$ cat config.mk
export PLATFORM = sky130hd
export DESIGN_NAME = gsp_sector_protect
export DESIGN_NICKNAME = d
export VERILOG_FILES = /design/src/gsp_pkg.sv /design/src/gsp_prot_if.sv /design/src/gsp_sector_protect.sv /design/src/gsp_prot_core.sv
export SDC_FILE = /design/constraint.sdc
export NUM_CORES = 1
export LEC_CHECK = 0
export BUFFER_PORTS_ARGS = -buffer_cell sky130_fd_sc_hd__buf_2
export CORE_ASPECT_RATIO = 0.9
export CORE_MARGIN = 2
export CORE_UTILIZATION = 40
export DETAILED_ROUTE_END_ITERATION = 10
export PLACE_DENSITY = 0.54
export SYNTH_ARGS = -nofsm -noshare
export SYNTH_HDL_FRONTEND = slang
export SYNTH_SLANG_ARGS = --single-unit
$ cat constraint.sdc
create_clock -name clk_sys -period 4.3 [get_ports clk_sys]
set_input_delay 0.86 -clock clk_sys [delete_from_list [all_inputs] [get_ports clk_sys]]
set_output_delay 0.86 -clock clk_sys [all_outputs]
set_load 0.03 [all_outputs]
$ cat src/gsp_pkg.sv
// shared constants for the global sector protect decode block
package gsp_pkg;

    // register port
    localparam int          REG_ADDR_W     = 4;
    localparam int          REG_DATA_W     = 8;
    localparam logic [3:0]  REG_STATUS     = 4'h0;
    localparam logic [3:0]  REG_SECTORS    = 4'h4;
    localparam logic [3:0]  REG_CTRL       = 4'h8;
    localparam int          CTRL_RESET_BIT = 0;

    // sectors: 2 Mbit array in 64 kbyte sectors
    localparam int          SECT_NUM       = 4;
    localparam int          SECT_IDX_W     = 2;
    localparam int          SECT_ADDR_LSB  = 16;
    localparam logic [3:0]  SECT_RESET     = 4'hF;
    localparam logic        LOCK_RESET     = 1'b0;

    // status byte layout
    localparam int          ST_LOCK        = 7;
    localparam int          ST_PGM_ERR     = 5;
    localparam int          ST_WP          = 4;
    localparam int          ST_AGG_HI      = 3;
    localparam int          ST_AGG_LO      = 2;
    localparam int          ST_WR_LATCH    = 1;
    localparam int          ST_GLOBAL_HI   = 5;
    localparam int          ST_GLOBAL_LO   = 2;
    localparam logic [1:0]  AGG_NONE       = 2'h0;
    localparam logic [1:0]  AGG_SOME       = 2'h1;
    localparam logic [1:0]  AGG_ALL        = 2'h3;

    // serial opcodes
    localparam logic [7:0]  OP_WREN        = 8'h06;
    localparam logic [7:0]  OP_WRDI        = 8'h04;
    localparam logic [7:0]  OP_WRSR        = 8'h01;
    localparam logic [7:0]  OP_RDSR        = 8'h05;
    localparam logic [7:0]  OP_PROT        = 8'h36;
    localparam logic [7:0]  OP_UNPROT      = 8'h39;
    localparam logic [1:0]  ADDR_BYTES     = 2'h3;

    typedef enum logic [0:0] {
        PH_OPCODE = 1'b0,
        PH_ARGS   = 1'b1
    } gsp_phase_t;

endpackage : gsp_pkg

$ cat src/gsp_prot_if.sv
// carrier between the serial front end and the protection core
`timescale 1ns/1ns
interface gsp_prot_if;
    import gsp_pkg::*;
    logic                  commit;
    logic [7:0]            wrData;
    logic                  protReq;
    logic                  unprotReq;
    logic [SECT_IDX_W-1:0] sectIdx;
    logic                  softRst;
    logic                  wpN;
    logic                  lockBit;
    logic [SECT_NUM-1:0]   sectors;

    modport front (output commit, wrData, protReq, unprotReq, sectIdx, softRst, wpN,
                   input lockBit, sectors);
    modport core  (input commit, wrData, protReq, unprotReq, sectIdx, softRst, wpN,
                   output lockBit, sectors);
endinterface : gsp_prot_if

$ cat src/gsp_sector_protect.sv
// serial front end, write enable latch, status byte and register port
//
// Overview of operation
// - ones in bits 5..2 protect every sector
// - zeros in bits 5..2 unprotect every sector
// - mixed bits 5..2 leave sectors unchanged
// - only bit 7 stored, as lock bit
// - pin low, lock set: lock and sectors kept, latch cleared
// - pin high, lock set: only lock loads
// - lock clear: global decode and lock load
// - status bits 4..2 report pin and sectors
// - status write needs write enable latch set
// - reset leaves every sector protected
// - locked: sector commands ignored, latch cleared
// - hardware lock needs pin low and lock
//
// Decided for this implementation: strobed register access and the placing of the registers.
`timescale 1ns/1ns
module gsp_sector_protect
    import gsp_pkg::*;
(
    input  wire logic                  clk_sys,
    input  wire logic                  rst,
    input  wire logic                  sck,
    input  wire logic                  csN,
    input  wire logic                  si,
    input  wire logic                  wpN,
    output logic                       so,
    output logic                       soOeN,
    input  wire logic [REG_ADDR_W-1:0] regAddr,
    input  wire logic [REG_DATA_W-1:0] regWrData,
    input  wire logic                  regWr,
    input  wire logic                  regRd,
    output logic      [REG_DATA_W-1:0] regRdData
);

    gsp_prot_if pif ();

    gsp_prot_core u_core (
        .clk_sys (clk_sys),
        .rst     (rst),
        .pif     (pif)
    );

    ////////////////////////////////////////////////////////////////////////////////
    // pin synchronisers; stage one feeds stage two only
    logic [3:0] pinA_q;
    logic [3:0] pinB_q;
    logic [1:0] edgeC_q;
    logic       sckS;
    logic       csNS;
    logic       siS;
    logic       wpNS;
    logic       sckRise;
    logic       sckFall;
    logic       csEnd;

    always_ff @(posedge clk_sys or posedge rst) begin
        if (rst) begin
            pinA_q  <= 4'hE;
            pinB_q  <= 4'hE;
            edgeC_q <= 2'h2;
        end else begin
            pinA_q  <= {wpN, csN, si, sck};
            pinB_q  <= pinA_q;
            edgeC_q <= {pinB_q[2], pinB_q[0]};
        end
    end

    assign sckS    = pinB_q[0];
    assign siS     = pinB_q[1];
    assign csNS    = pinB_q[2];
    assign wpNS    = pinB_q[3];
    assign sckRise = sckS && !edgeC_q[0];
    assign sckFall = !sckS && edgeC_q[0];
    assign csEnd   = csNS && !edgeC_q[1];

    ////////////////////////////////////////////////////////////////////////////////
    function automatic logic [1:0] aggCode(input logic [SECT_NUM-1:0] s);
        if (&s) begin
            aggCode = AGG_ALL;
        end else if (|s) begin
            aggCode = AGG_SOME;
        end else begin
            aggCode = AGG_NONE;
        end
    endfunction

    logic                  wrLatch_q;
    logic [7:0]            status;

    always_comb begin
        status              = 8'h00;
        status[ST_LOCK]     = pif.lockBit;
        status[ST_PGM_ERR]  = 1'b0;     // no erase engine here, never flags
        status[ST_WP]       = wpNS;
        status[ST_AGG_HI:ST_AGG_LO] = aggCode(pif.sectors);
        status[ST_WR_LATCH] = wrLatch_q;
    end

    ////////////////////////////////////////////////////////////////////////////////
    // serial command framing
    gsp_phase_t            phase_q;
    gsp_phase_t            phase_d;
    logic [2:0]            bitCnt_q;
    logic [2:0]            bitCnt_d;
    logic [1:0]            argCnt_q;
    logic [1:0]            argCnt_d;
    logic [7:0]            shift_q;
    logic [7:0]            shift_d;
    logic [7:0]            opcode_q;
    logic [7:0]            opcode_d;
    logic [7:0]            data_q;
    logic [7:0]            data_d;
    logic [23:0]           addr_q;
    logic [23:0]           addr_d;
    logic                  wrLatch_d;
    logic                  commit_q;
    logic                  commit_d;
    logic                  prot_q;
    logic                  prot_d;
    logic                  unprot_q;
    logic                  unprot_d;
    logic                  so_q;
    logic                  so_d;
    logic                  soOeN_q;
    logic                  soOeN_d;
    logic                  softRst_q;
    logic [7:0]            rxByte;

    always_comb begin
        phase_d  = phase_q;
        bitCnt_d = bitCnt_q;
        argCnt_d = argCnt_q;
        shift_d  = shift_q;
        opcode_d = opcode_q;
        data_d   = data_q;
        addr_d   = addr_q;
        wrLatch_d = wrLatch_q;
        commit_d = 1'b0;
        prot_d   = 1'b0;
        unprot_d = 1'b0;
        so_d     = so_q;
        soOeN_d  = soOeN_q;
        rxByte   = {shift_q[6:0], siS};
        if (csEnd && bitCnt_q == 3'h0 && phase_q == PH_ARGS) begin
            case (opcode_q)
                OP_WREN: begin
                    wrLatch_d = 1'b1;
                end
                OP_WRDI: begin
                    wrLatch_d = 1'b0;
                end
                OP_WRSR: begin
                    commit_d  = wrLatch_q && (argCnt_q != 2'h0);
                    wrLatch_d = 1'b0;
                end
                OP_PROT, OP_UNPROT: begin
                    // latch drops even when the core ignores a locked request
                    prot_d    = wrLatch_q && argCnt_q == ADDR_BYTES && opcode_q == OP_PROT;
                    unprot_d  = wrLatch_q && argCnt_q == ADDR_BYTES && opcode_q == OP_UNPROT;
                    wrLatch_d = 1'b0;
                end
                default: begin
                    wrLatch_d = wrLatch_q;
                end
            endcase
        end else if (csEnd && phase_q == PH_ARGS &&
                     (opcode_q == OP_PROT || opcode_q == OP_UNPROT)) begin
            wrLatch_d = 1'b0;
        end
        if (csNS) begin
            phase_d  = PH_OPCODE;
            bitCnt_d = 3'h0;
            argCnt_d = 2'h0;
            soOeN_d  = 1'b1;
        end else if (sckRise) begin
            shift_d  = rxByte;
            bitCnt_d = bitCnt_q + 3'h1;
            if (bitCnt_q == 3'h7) begin
                if (phase_q == PH_OPCODE) begin
                    opcode_d = rxByte;
                    phase_d  = PH_ARGS;
                end else if (argCnt_q != ADDR_BYTES) begin
                    addr_d   = {addr_q[15:0], rxByte};
                    argCnt_d = argCnt_q + 2'h1;
                    if (argCnt_q == 2'h0) begin
                        data_d = rxByte;
                    end
                end
            end
        end else if (sckFall && phase_q == PH_ARGS && opcode_q == OP_RDSR) begin
            so_d    = status[3'h7 - bitCnt_q];
            soOeN_d = 1'b0;
        end
        if (softRst_q) begin
            wrLatch_d = 1'b0;
        end
    end

    always_ff @(posedge clk_sys or posedge rst) begin
        if (rst) begin
            phase_q  <= PH_OPCODE;
            bitCnt_q <= 3'h0;
            argCnt_q <= 2'h0;
            shift_q  <= 8'h00;
            opcode_q <= 8'h00;
            data_q   <= 8'h00;
            addr_q   <= 24'h000000;
            wrLatch_q <= 1'b0;
            commit_q <= 1'b0;
            prot_q   <= 1'b0;
            unprot_q <= 1'b0;
            so_q     <= 1'b0;
            soOeN_q  <= 1'b1;
        end else begin
            phase_q  <= phase_d;
            bitCnt_q <= bitCnt_d;
            argCnt_q <= argCnt_d;
            shift_q  <= shift_d;
            opcode_q <= opcode_d;
            data_q   <= data_d;
            addr_q   <= addr_d;
            wrLatch_q <= wrLatch_d;
            commit_q <= commit_d;
            prot_q   <= prot_d;
            unprot_q <= unprot_d;
            so_q     <= so_d;
            soOeN_q  <= soOeN_d;
        end
    end

    assign pif.commit    = commit_q;
    assign pif.wrData    = data_q;
    assign pif.protReq   = prot_q;
    assign pif.unprotReq = unprot_q;
    assign pif.sectIdx   = addr_q[SECT_ADDR_LSB +: SECT_IDX_W];
    assign pif.softRst   = softRst_q;
    assign pif.wpN       = wpNS;
    assign so            = so_q;
    assign soOeN         = soOeN_q;

    ////////////////////////////////////////////////////////////////////////////////
    // register port: read data one cycle after the strobe
    logic [REG_DATA_W-1:0] rdData_q;
    logic [REG_DATA_W-1:0] rdData_d;
    logic                  softRst_d;

    always_comb begin
        rdData_d  = 8'h00;
        softRst_d = regWr && regAddr == REG_CTRL && regWrData[CTRL_RESET_BIT];
        if (regRd) begin
            case (regAddr)
                REG_STATUS:  rdData_d = status;
                REG_SECTORS: rdData_d = {{(REG_DATA_W-SECT_NUM){1'b0}}, pif.sectors};
                default:     rdData_d = 8'h00;
            endcase
        end
    end

    always_ff @(posedge clk_sys or posedge rst) begin
        if (rst) begin
            rdData_q  <= 8'h00;
            softRst_q <= 1'b0;
        end else begin
            rdData_q  <= rdData_d;
            softRst_q <= softRst_d;
        end
    end

    assign regRdData = rdData_q;

endmodule // gsp_sector_protect

$ cat src/gsp_prot_core.sv
// protection lock bit, sector protection bits and global decode
`timescale 1ns/1ns
module gsp_prot_core
    import gsp_pkg::*;
(
    input  wire logic clk_sys,
    input  wire logic rst,
    gsp_prot_if.core  pif
);

    logic                lock_q;
    logic                lock_d;
    logic [SECT_NUM-1:0] sect_q;
    logic [SECT_NUM-1:0] sect_d;
    logic                hwLock;
    logic [3:0]          globalBits;

    assign pif.lockBit = lock_q;
    assign pif.sectors = sect_q;

    ////////////////////////////////////////////////////////////////////////////////
    always_comb begin
        lock_d     = lock_q;
        sect_d     = sect_q;
        hwLock     = !pif.wpN && lock_q;
        globalBits = pif.wrData[ST_GLOBAL_HI:ST_GLOBAL_LO];
        if (pif.softRst) begin
            sect_d = SECT_RESET;
            lock_d = LOCK_RESET;
        end else if (pif.commit) begin
            if (hwLock) begin
                lock_d = lock_q;
            end else if (lock_q) begin
                // soft lock: sectors frozen, lock may drop
                lock_d = pif.wrData[ST_LOCK];
            end else begin
                lock_d = pif.wrData[ST_LOCK];
                if (globalBits == 4'hF) begin
                    sect_d = {SECT_NUM{1'b1}};
                end else if (globalBits == 4'h0) begin
                    sect_d = {SECT_NUM{1'b0}};
                end else begin
                    sect_d = sect_q;
                end
            end
        end else if (!lock_q && pif.protReq) begin
            sect_d[pif.sectIdx] = 1'b1;
        end else if (!lock_q && pif.unprotReq) begin
            sect_d[pif.sectIdx] = 1'b0;
        end
    end

    always_ff @(posedge clk_sys or posedge rst) begin
        if (rst) begin
            lock_q <= LOCK_RESET;
            sect_q <= SECT_RESET;
        end else begin
            lock_q <= lock_d;
            sect_q <= sect_d;
        end
    end

endmodule // gsp_prot_core

# After elaboration in Yosys (flattened, before gate mapping)
# Index checks and enable logic that the tools add are counted.
# W data, S select, Z words.
dict set report op_classes {
  n_lt_le_gt_ge 3
  reduce_logical 53
  n_addsub 3
  n_bitwise 6
  eq_ne 18
  mux 42
}
# op count
set ops {}
lappend ops {{$mux W4} 8}
lappend ops {{$eq A8 B3 Y1 const B} 3}
lappend ops {{$mux W1} 21}
lappend ops {{$logic_and A1 B1 Y1} 19}
lappend ops {{$eq A8 B6 Y1 const B} 2}
lappend ops {{$pmux W8 S2} 1}
lappend ops {{$reduce_and A4 Y1} 4}
lappend ops {{$reduce_bool A2 Y1} 7}
lappend ops {{$mux W2} 6}
lappend ops {{$reduce_and A2 Y1} 5}
lappend ops {{$eq A4 B4 Y1 const B} 2}
lappend ops {{$eq A8 B1 Y1 const B} 1}
lappend ops {{$logic_not A4 Y1} 2}
lappend ops {{$mux W8} 1}
lappend ops {{$reduce_or A4 Y1} 2}
lappend ops {{$mux W3} 2}
lappend ops {{$ne A2 B2 Y1 const B} 3}
lappend ops {{$ne A3 B3 Y1 const B} 2}
lappend ops {{$reduce_and A6 Y1} 1}
lappend ops {{$logic_not A1 Y1} 5}
lappend ops {{$reduce_and A5 Y1} 1}
lappend ops {{$and A4 B4 Y4} 1}
lappend ops {{$eq A4 B3 Y1 const B} 1}
lappend ops {{$lt A3 B4 Y1 const B} 1}
lappend ops {{22 further kinds} 24}
dict set report word_totals {
  in_bits 20
  register_bits 77
  word_cells 145
}

# Longest topological paths before layout
dict set report depth {
  word_depth 10
  mapped_depth 6
}

# By module
# From an unflattened synthesis, not the netlist that was laid out.
dict set report hier_totals {
  hier_cells 213
  hier_area_um2 2746.4
}
# module seq_area_each_um2 n_inst cells_each area_per_inst_um2
set modules_own_cells {}
lappend modules_own_cells {gsp_sector_protect 1461.4 1 179 2411.1}
lappend modules_own_cells {gsp_prot_core 130.1 1 34 335.3}

# Worst setup path after synthesis
# OpenSTA, ideal clock, no wires.
dict set report synth_timing {
  kind {input -> register}
  startpoint {input regAddr[3]}
  endpoint {register rdData_q[4], in the netlist regRdData[4]}
  slack_ns 2.457
  path_stages 2
  setup_ns 0.088
  t_required_ns 4.212
  t_arrival_ns 1.755
  n_path_buf 0
  path_cell_list {or4b_2 -> nor3b_1}
}
dict set report synth_between {
  elab_chain_len 3
  elab_cells_between_ends 4
  classes_between {eq/ne (1); mux (2); reduce/logical (1)}
}
# item line
set synth_lines {}
lappend synth_lines {{start: declaration} gsp_sector_protect.sv:30} ;# input wire logic [REG_ADDR_W-1:0] regAddr,
lappend synth_lines {{$eq A4 B3 Y1 / $logic_not A4 Y1 (equally long branches)} gsp_sector_protect.sv:253} ;# case (regAddr)
lappend synth_lines {{$pmux W8 S2 *} gsp_sector_protect.sv:253}
lappend synth_lines {{$mux W8 *} gsp_sector_protect.sv:252} ;# if (regRd) begin
lappend synth_lines {{via rdData_d[4]} gsp_sector_protect.sv:246} ;# logic [REG_DATA_W-1:0] rdData_d;
lappend synth_lines {{end signal: assignment} gsp_sector_protect.sv:266} ;# rdData_q <= rdData_d;
lappend synth_lines {{end: declaration} gsp_sector_protect.sv:245} ;# logic [REG_DATA_W-1:0] rdData_q;
# Mark *: on every way through the listed nets, which the timed path passes. The rest lies on a longest branch.
# A chain may end at the register's enable or synchronous reset.

# Worst setup path in the final report
dict set report layout_timing {
  startpoint {register pinB_q[2]}
  endpoint {register data_q[3]}
}
dict set report layout_between {
  elab_chain_len 2
}
# item line
set layout_lines {}
lappend layout_lines {{start: declaration} gsp_sector_protect.sv:48} ;# logic [3:0] pinB_q;
lappend layout_lines {{start signal: assignment} gsp_sector_protect.sv:65} ;# pinB_q <= pinA_q;
lappend layout_lines {{$not A1 Y1 (no line)} n/a}
lappend layout_lines {{$reduce_and A6 Y1 (no line)} n/a}
lappend layout_lines {{end signal: assignment} gsp_sector_protect.sv:222} ;# data_q <= data_d;
lappend layout_lines {{end: declaration} gsp_sector_protect.sv:113} ;# logic [7:0] data_q;
# No other way between the ends.

==> key figures <==
Flow run
  – Max Cap Viol: 0

Synth
  – Synth async-reset ratio: 100%
  – Largest cells by area after synthesis: dfrtp_1 (46%), dfstp_2 (12%), mux2_2 (12%)
  – Syn Std Cell Area: 2610 um^2
  – Number of synthesized flops with an enable pin: 0
  – Mapped Cells: 208
  – Post-synth top area share: 46.0%
  – Sequential fraction of the synthesis area: between 50 and 60%
  – Avg Inst Size Synth: 12.6 um^2
  – Yosys top cell by area: dfrtp_1
  – Yosys warning total: 0
  – Ys flop type: dfrtp_1
  – #FFs+latches synth: 60
  – Count of cell types in the netlist: between 40 and 50

Final layout
  – Antenna diode count: 0
  – Area grow syn2layout: 13.7%
  – Cell area after layout: around 3000 um^2
  – Fill cells: 605
  – Non-Filler Instances: around 330
  – Layout cell share with drive strength beyond 1: 33.2%
  – # nets final: 262

CTS
  – Post-CTS resize count: 0
  – CTS H-tree lvls: 3
  – Cts bufs inserted: 9
  – TritonCTS clock tree: built
  – CTS max path bufs: 2
  – # hold bufs at CTS: 0
  – Worst-path clk slew: 0.06 ns
  – Worst-skew pair later-pin latency: roughly 0.34 ns
  – Post-CTS Setup Bufs: 0
  – Root Buffer: clkbuf_8
  – Clock sinks: 60

STA
  – Slew Limit Fails: 0
  – Max Fclk: between 400 and 500 MHz
  – Minimum clock period: 2.05 ns
  – Unrepaired setup endpoints after global routing: false
  – # setup viols final: 0
  – Hold Vio Cnt, Final: 0
  – Slew HR: 41.0%
  – Clock Skew: 0.00540 ns
  – Setup TNS: 0 ns
  – Worst Max-Slew Pin Slew: slightly below 0.9 ns
  – Final period util: between 40% and 50%

Place
  – HPWL Detailed: 3100 um
  – PortBufs: 20
  – GPL Wtd Cong: 0.793
  – Placed cells: 312
  – Area post-placement: roughly 2800 um^2

Setup path
  – CP Buf/Inv Count: 0
  – CP Data Required Time: 4.52 ns
  – CP startpoint kind: flop
  – CP top delay family: simple AND/OR/NAND/NOR gates
  – R2r endpoint: data_q[3]
  – Crit-path max FO: 11
  – Crit path largest cell delay: between 0.5 and 0.6 ns
  – Path depth of the worst reg2reg path: 4
  – Critical Setup Path Class: flop to flop
  – Worst-path cell chain: nor3b_4 > nand4_4 > nor2_1 > mux2_2
  – Slowest-stage cell, CP: nor3b_4
  – Flop-to-flop setup slack: 2.25 ns
  – Worst flop-to-flop path startpoint: pinB_q[2]
  – Crit path DAT: 2.27 ns
  – Critical path capture point type: flop

Pwr
  – Net Sw Power: 263 uW
  – Switching Fraction: between 20% and 30%
  – Clk pwr share: 38.7%
  – Pwr per Cell Area: 382 nW/um^2
  – Worst IR Drop VDD: between 200 and 250 uV
  – Leak: 0.00138 uW
  – Internal: 873 uW
  – Logic pwr share: 5.4%
  – Sequential power share: 55.8%

Global route
  – Gr ovfl total: 0
  – Initial antenna violation count: 0
  – GRT Total Usage: 14.8%
  – Vias in the first global route: 1601
  – Pin count of the biggest net entering global routing: 34
  – First-pass GRT wire length: around 7800 um

Routing
  – DR WL/cell: 13.8 um
  – Detailed-route via count: between 1500 and 2000
  – Via-to-Cell Ratio: 4.98
  – DRC viols: 0
  – Post-route ant nets: 0
  – DR iter-0 viols: 92
  – Overall routed net length: around 4500 um
  – DRT Pass-1 Iters: 4

Floorplan
  – Die Y: 80.7 um
  – Ports: 30
  – Num rows: 27
  – Die X: 89.2 um
  – Initial Utilization: 42.0%
  – Die area: between 7000 and 8000 um^2
  – Core area: 6220 um^2

Worst hold path
  – Hold_sp: pinA_q[1]
  – Hold Path Sink: pinB_q[1]
  – Hold crit path type: flop to flop
  – Hold path depth: 0

Outcome
  – Status: finished clean
[worst max path at each step]
stage	startpoint	end	slack (ns)	depth (start not counted)
2_1_floorplan	rst	addr_q[0]	1.98	1
3_3_place_gp	pinB_q[2]	data_q[2]	2.22	4
3_5_place_dp	pinB_q[2]	data_q[3]	2.22	4
4_1_cts	pinB_q[2]	data_q[3]	2.21	4
5_1_grt	pinB_q[2]	data_q[3]	2.12	4
6_report	pinB_q[2]	data_q[3]	2.25	4
[state kept, by name, indices dropped and copies added, names as in the netlist, 3 cells and up]
name,cells
pinA_q,4
bitCnt_q,3
shift_q,7
addr_q,6
data_q,5
pinB_q,4
opcode_q,8
regRdData,6
u_core.pif.sectors,4
[stage by stage]
step	power [uW]	hold slack, ns	worst slack, ns	utilization [%]
global route	1190	0.366	2.12	47.8
global placement	705	0.334	2.22	45.0
CTS	1160	0.357	2.21	47.8
detailed placement	706	0.347	2.22	45.0
floorplan	681	0.331	1.98	-
finish	1140	0.354	2.25	47.8
[cells in the final DEF (no fill, tap or decap), drive strengths merged, types with 3 or more instances in the layout]
master | Yosys | final
dfrtp | 48 | 48
mux2 | 27 | 27
nor2 | 26 | 26
buf | 3 | 21
clkbuf | 2 | 14
dfstp | 12 | 12
a21oi | 8 | 8
inv | 7 | 7
ha | 6 | 6
nand2 | 5 | 5
nor3 | 5 | 5
a31oi | 4 | 4
nor4 | 4 | 4
nor2b | 4 | 4
o31ai | 4 | 4
o21ai | 4 | 4
nand4 | 4 | 4
nor3b | 4 | 4
and3 | 3 | 3
mux2i | 3 | 3
[power groups by stage]
stage,Clock [uW],Sequential (uW),Combinational (uW)
2_1_floorplan,0,630,50.7
3_3_place_gp,0,644,61.1
3_5_place_dp,0,644,62.5
4_1_cts,459,634,62.9
5_1_grt,484,641,68.6
6_report,440,634,61.8
[kinds of logic (layout without fill, tap and decap cells)]
| kind of cell | count (synthesis) | count (layout) | share of synthesized area (%) |
|---|---|---|---|
| compound gates | 24 | 24 | 5.65 |
| xor+xnor | 3 | 3 | 1.01 |
| fa+ha+maj | 6 | 6 | 2.87 |
| buf+inv | 12 | 44 | 2.30 |
| flops | 60 | 60 | 58.0 |
| mux | 30 | 30 | 12.8 |
| other cells | 1 | 2 | 0.144 |
| simple gates | 72 | 72 | 17.2 |
[cells in the mapped netlist, types with 4 or more instances]
cell type and instances:
nor2b_1 4, nor3_1 5, nand2_1 5, dfstp_2 12, inv_1 7, nor2_1 25
mux2_2 27, o31ai_1 4, a21oi_1 8, ha_1 6, nor4_1 4, dfrtp_1 48
a31oi_1 4, o21ai_0 4
[routing by layer]
metal	track usage [%]	vias to the layer above	wire, um
met4	5.82	0	78
li1	-	807	-
met5	0	-	0
met2	21.3	32	1940
met1	19.4	784	2300
met3	6.47	11	209
[cell type report]
| class | count | area, um^2 | area share (%) |
|---|---|---|---|
| Sequential cell | 60 | 1520 | 51.0 |
| Timing Repair Buffer | 21 | 108 | 3.62 |
| Multi-Input combinational cell | 137 | 1040 | 35.0 |
| Clock buffer | 14 | 163 | 5.47 |
| Tap cell | 87 | 109 | 3.66 |
| Clock inverter | 2 | 10.0 | 0.337 |
| Inverter | 7 | 26.3 | 0.884 |
Power figures use the tool's default switching activity.
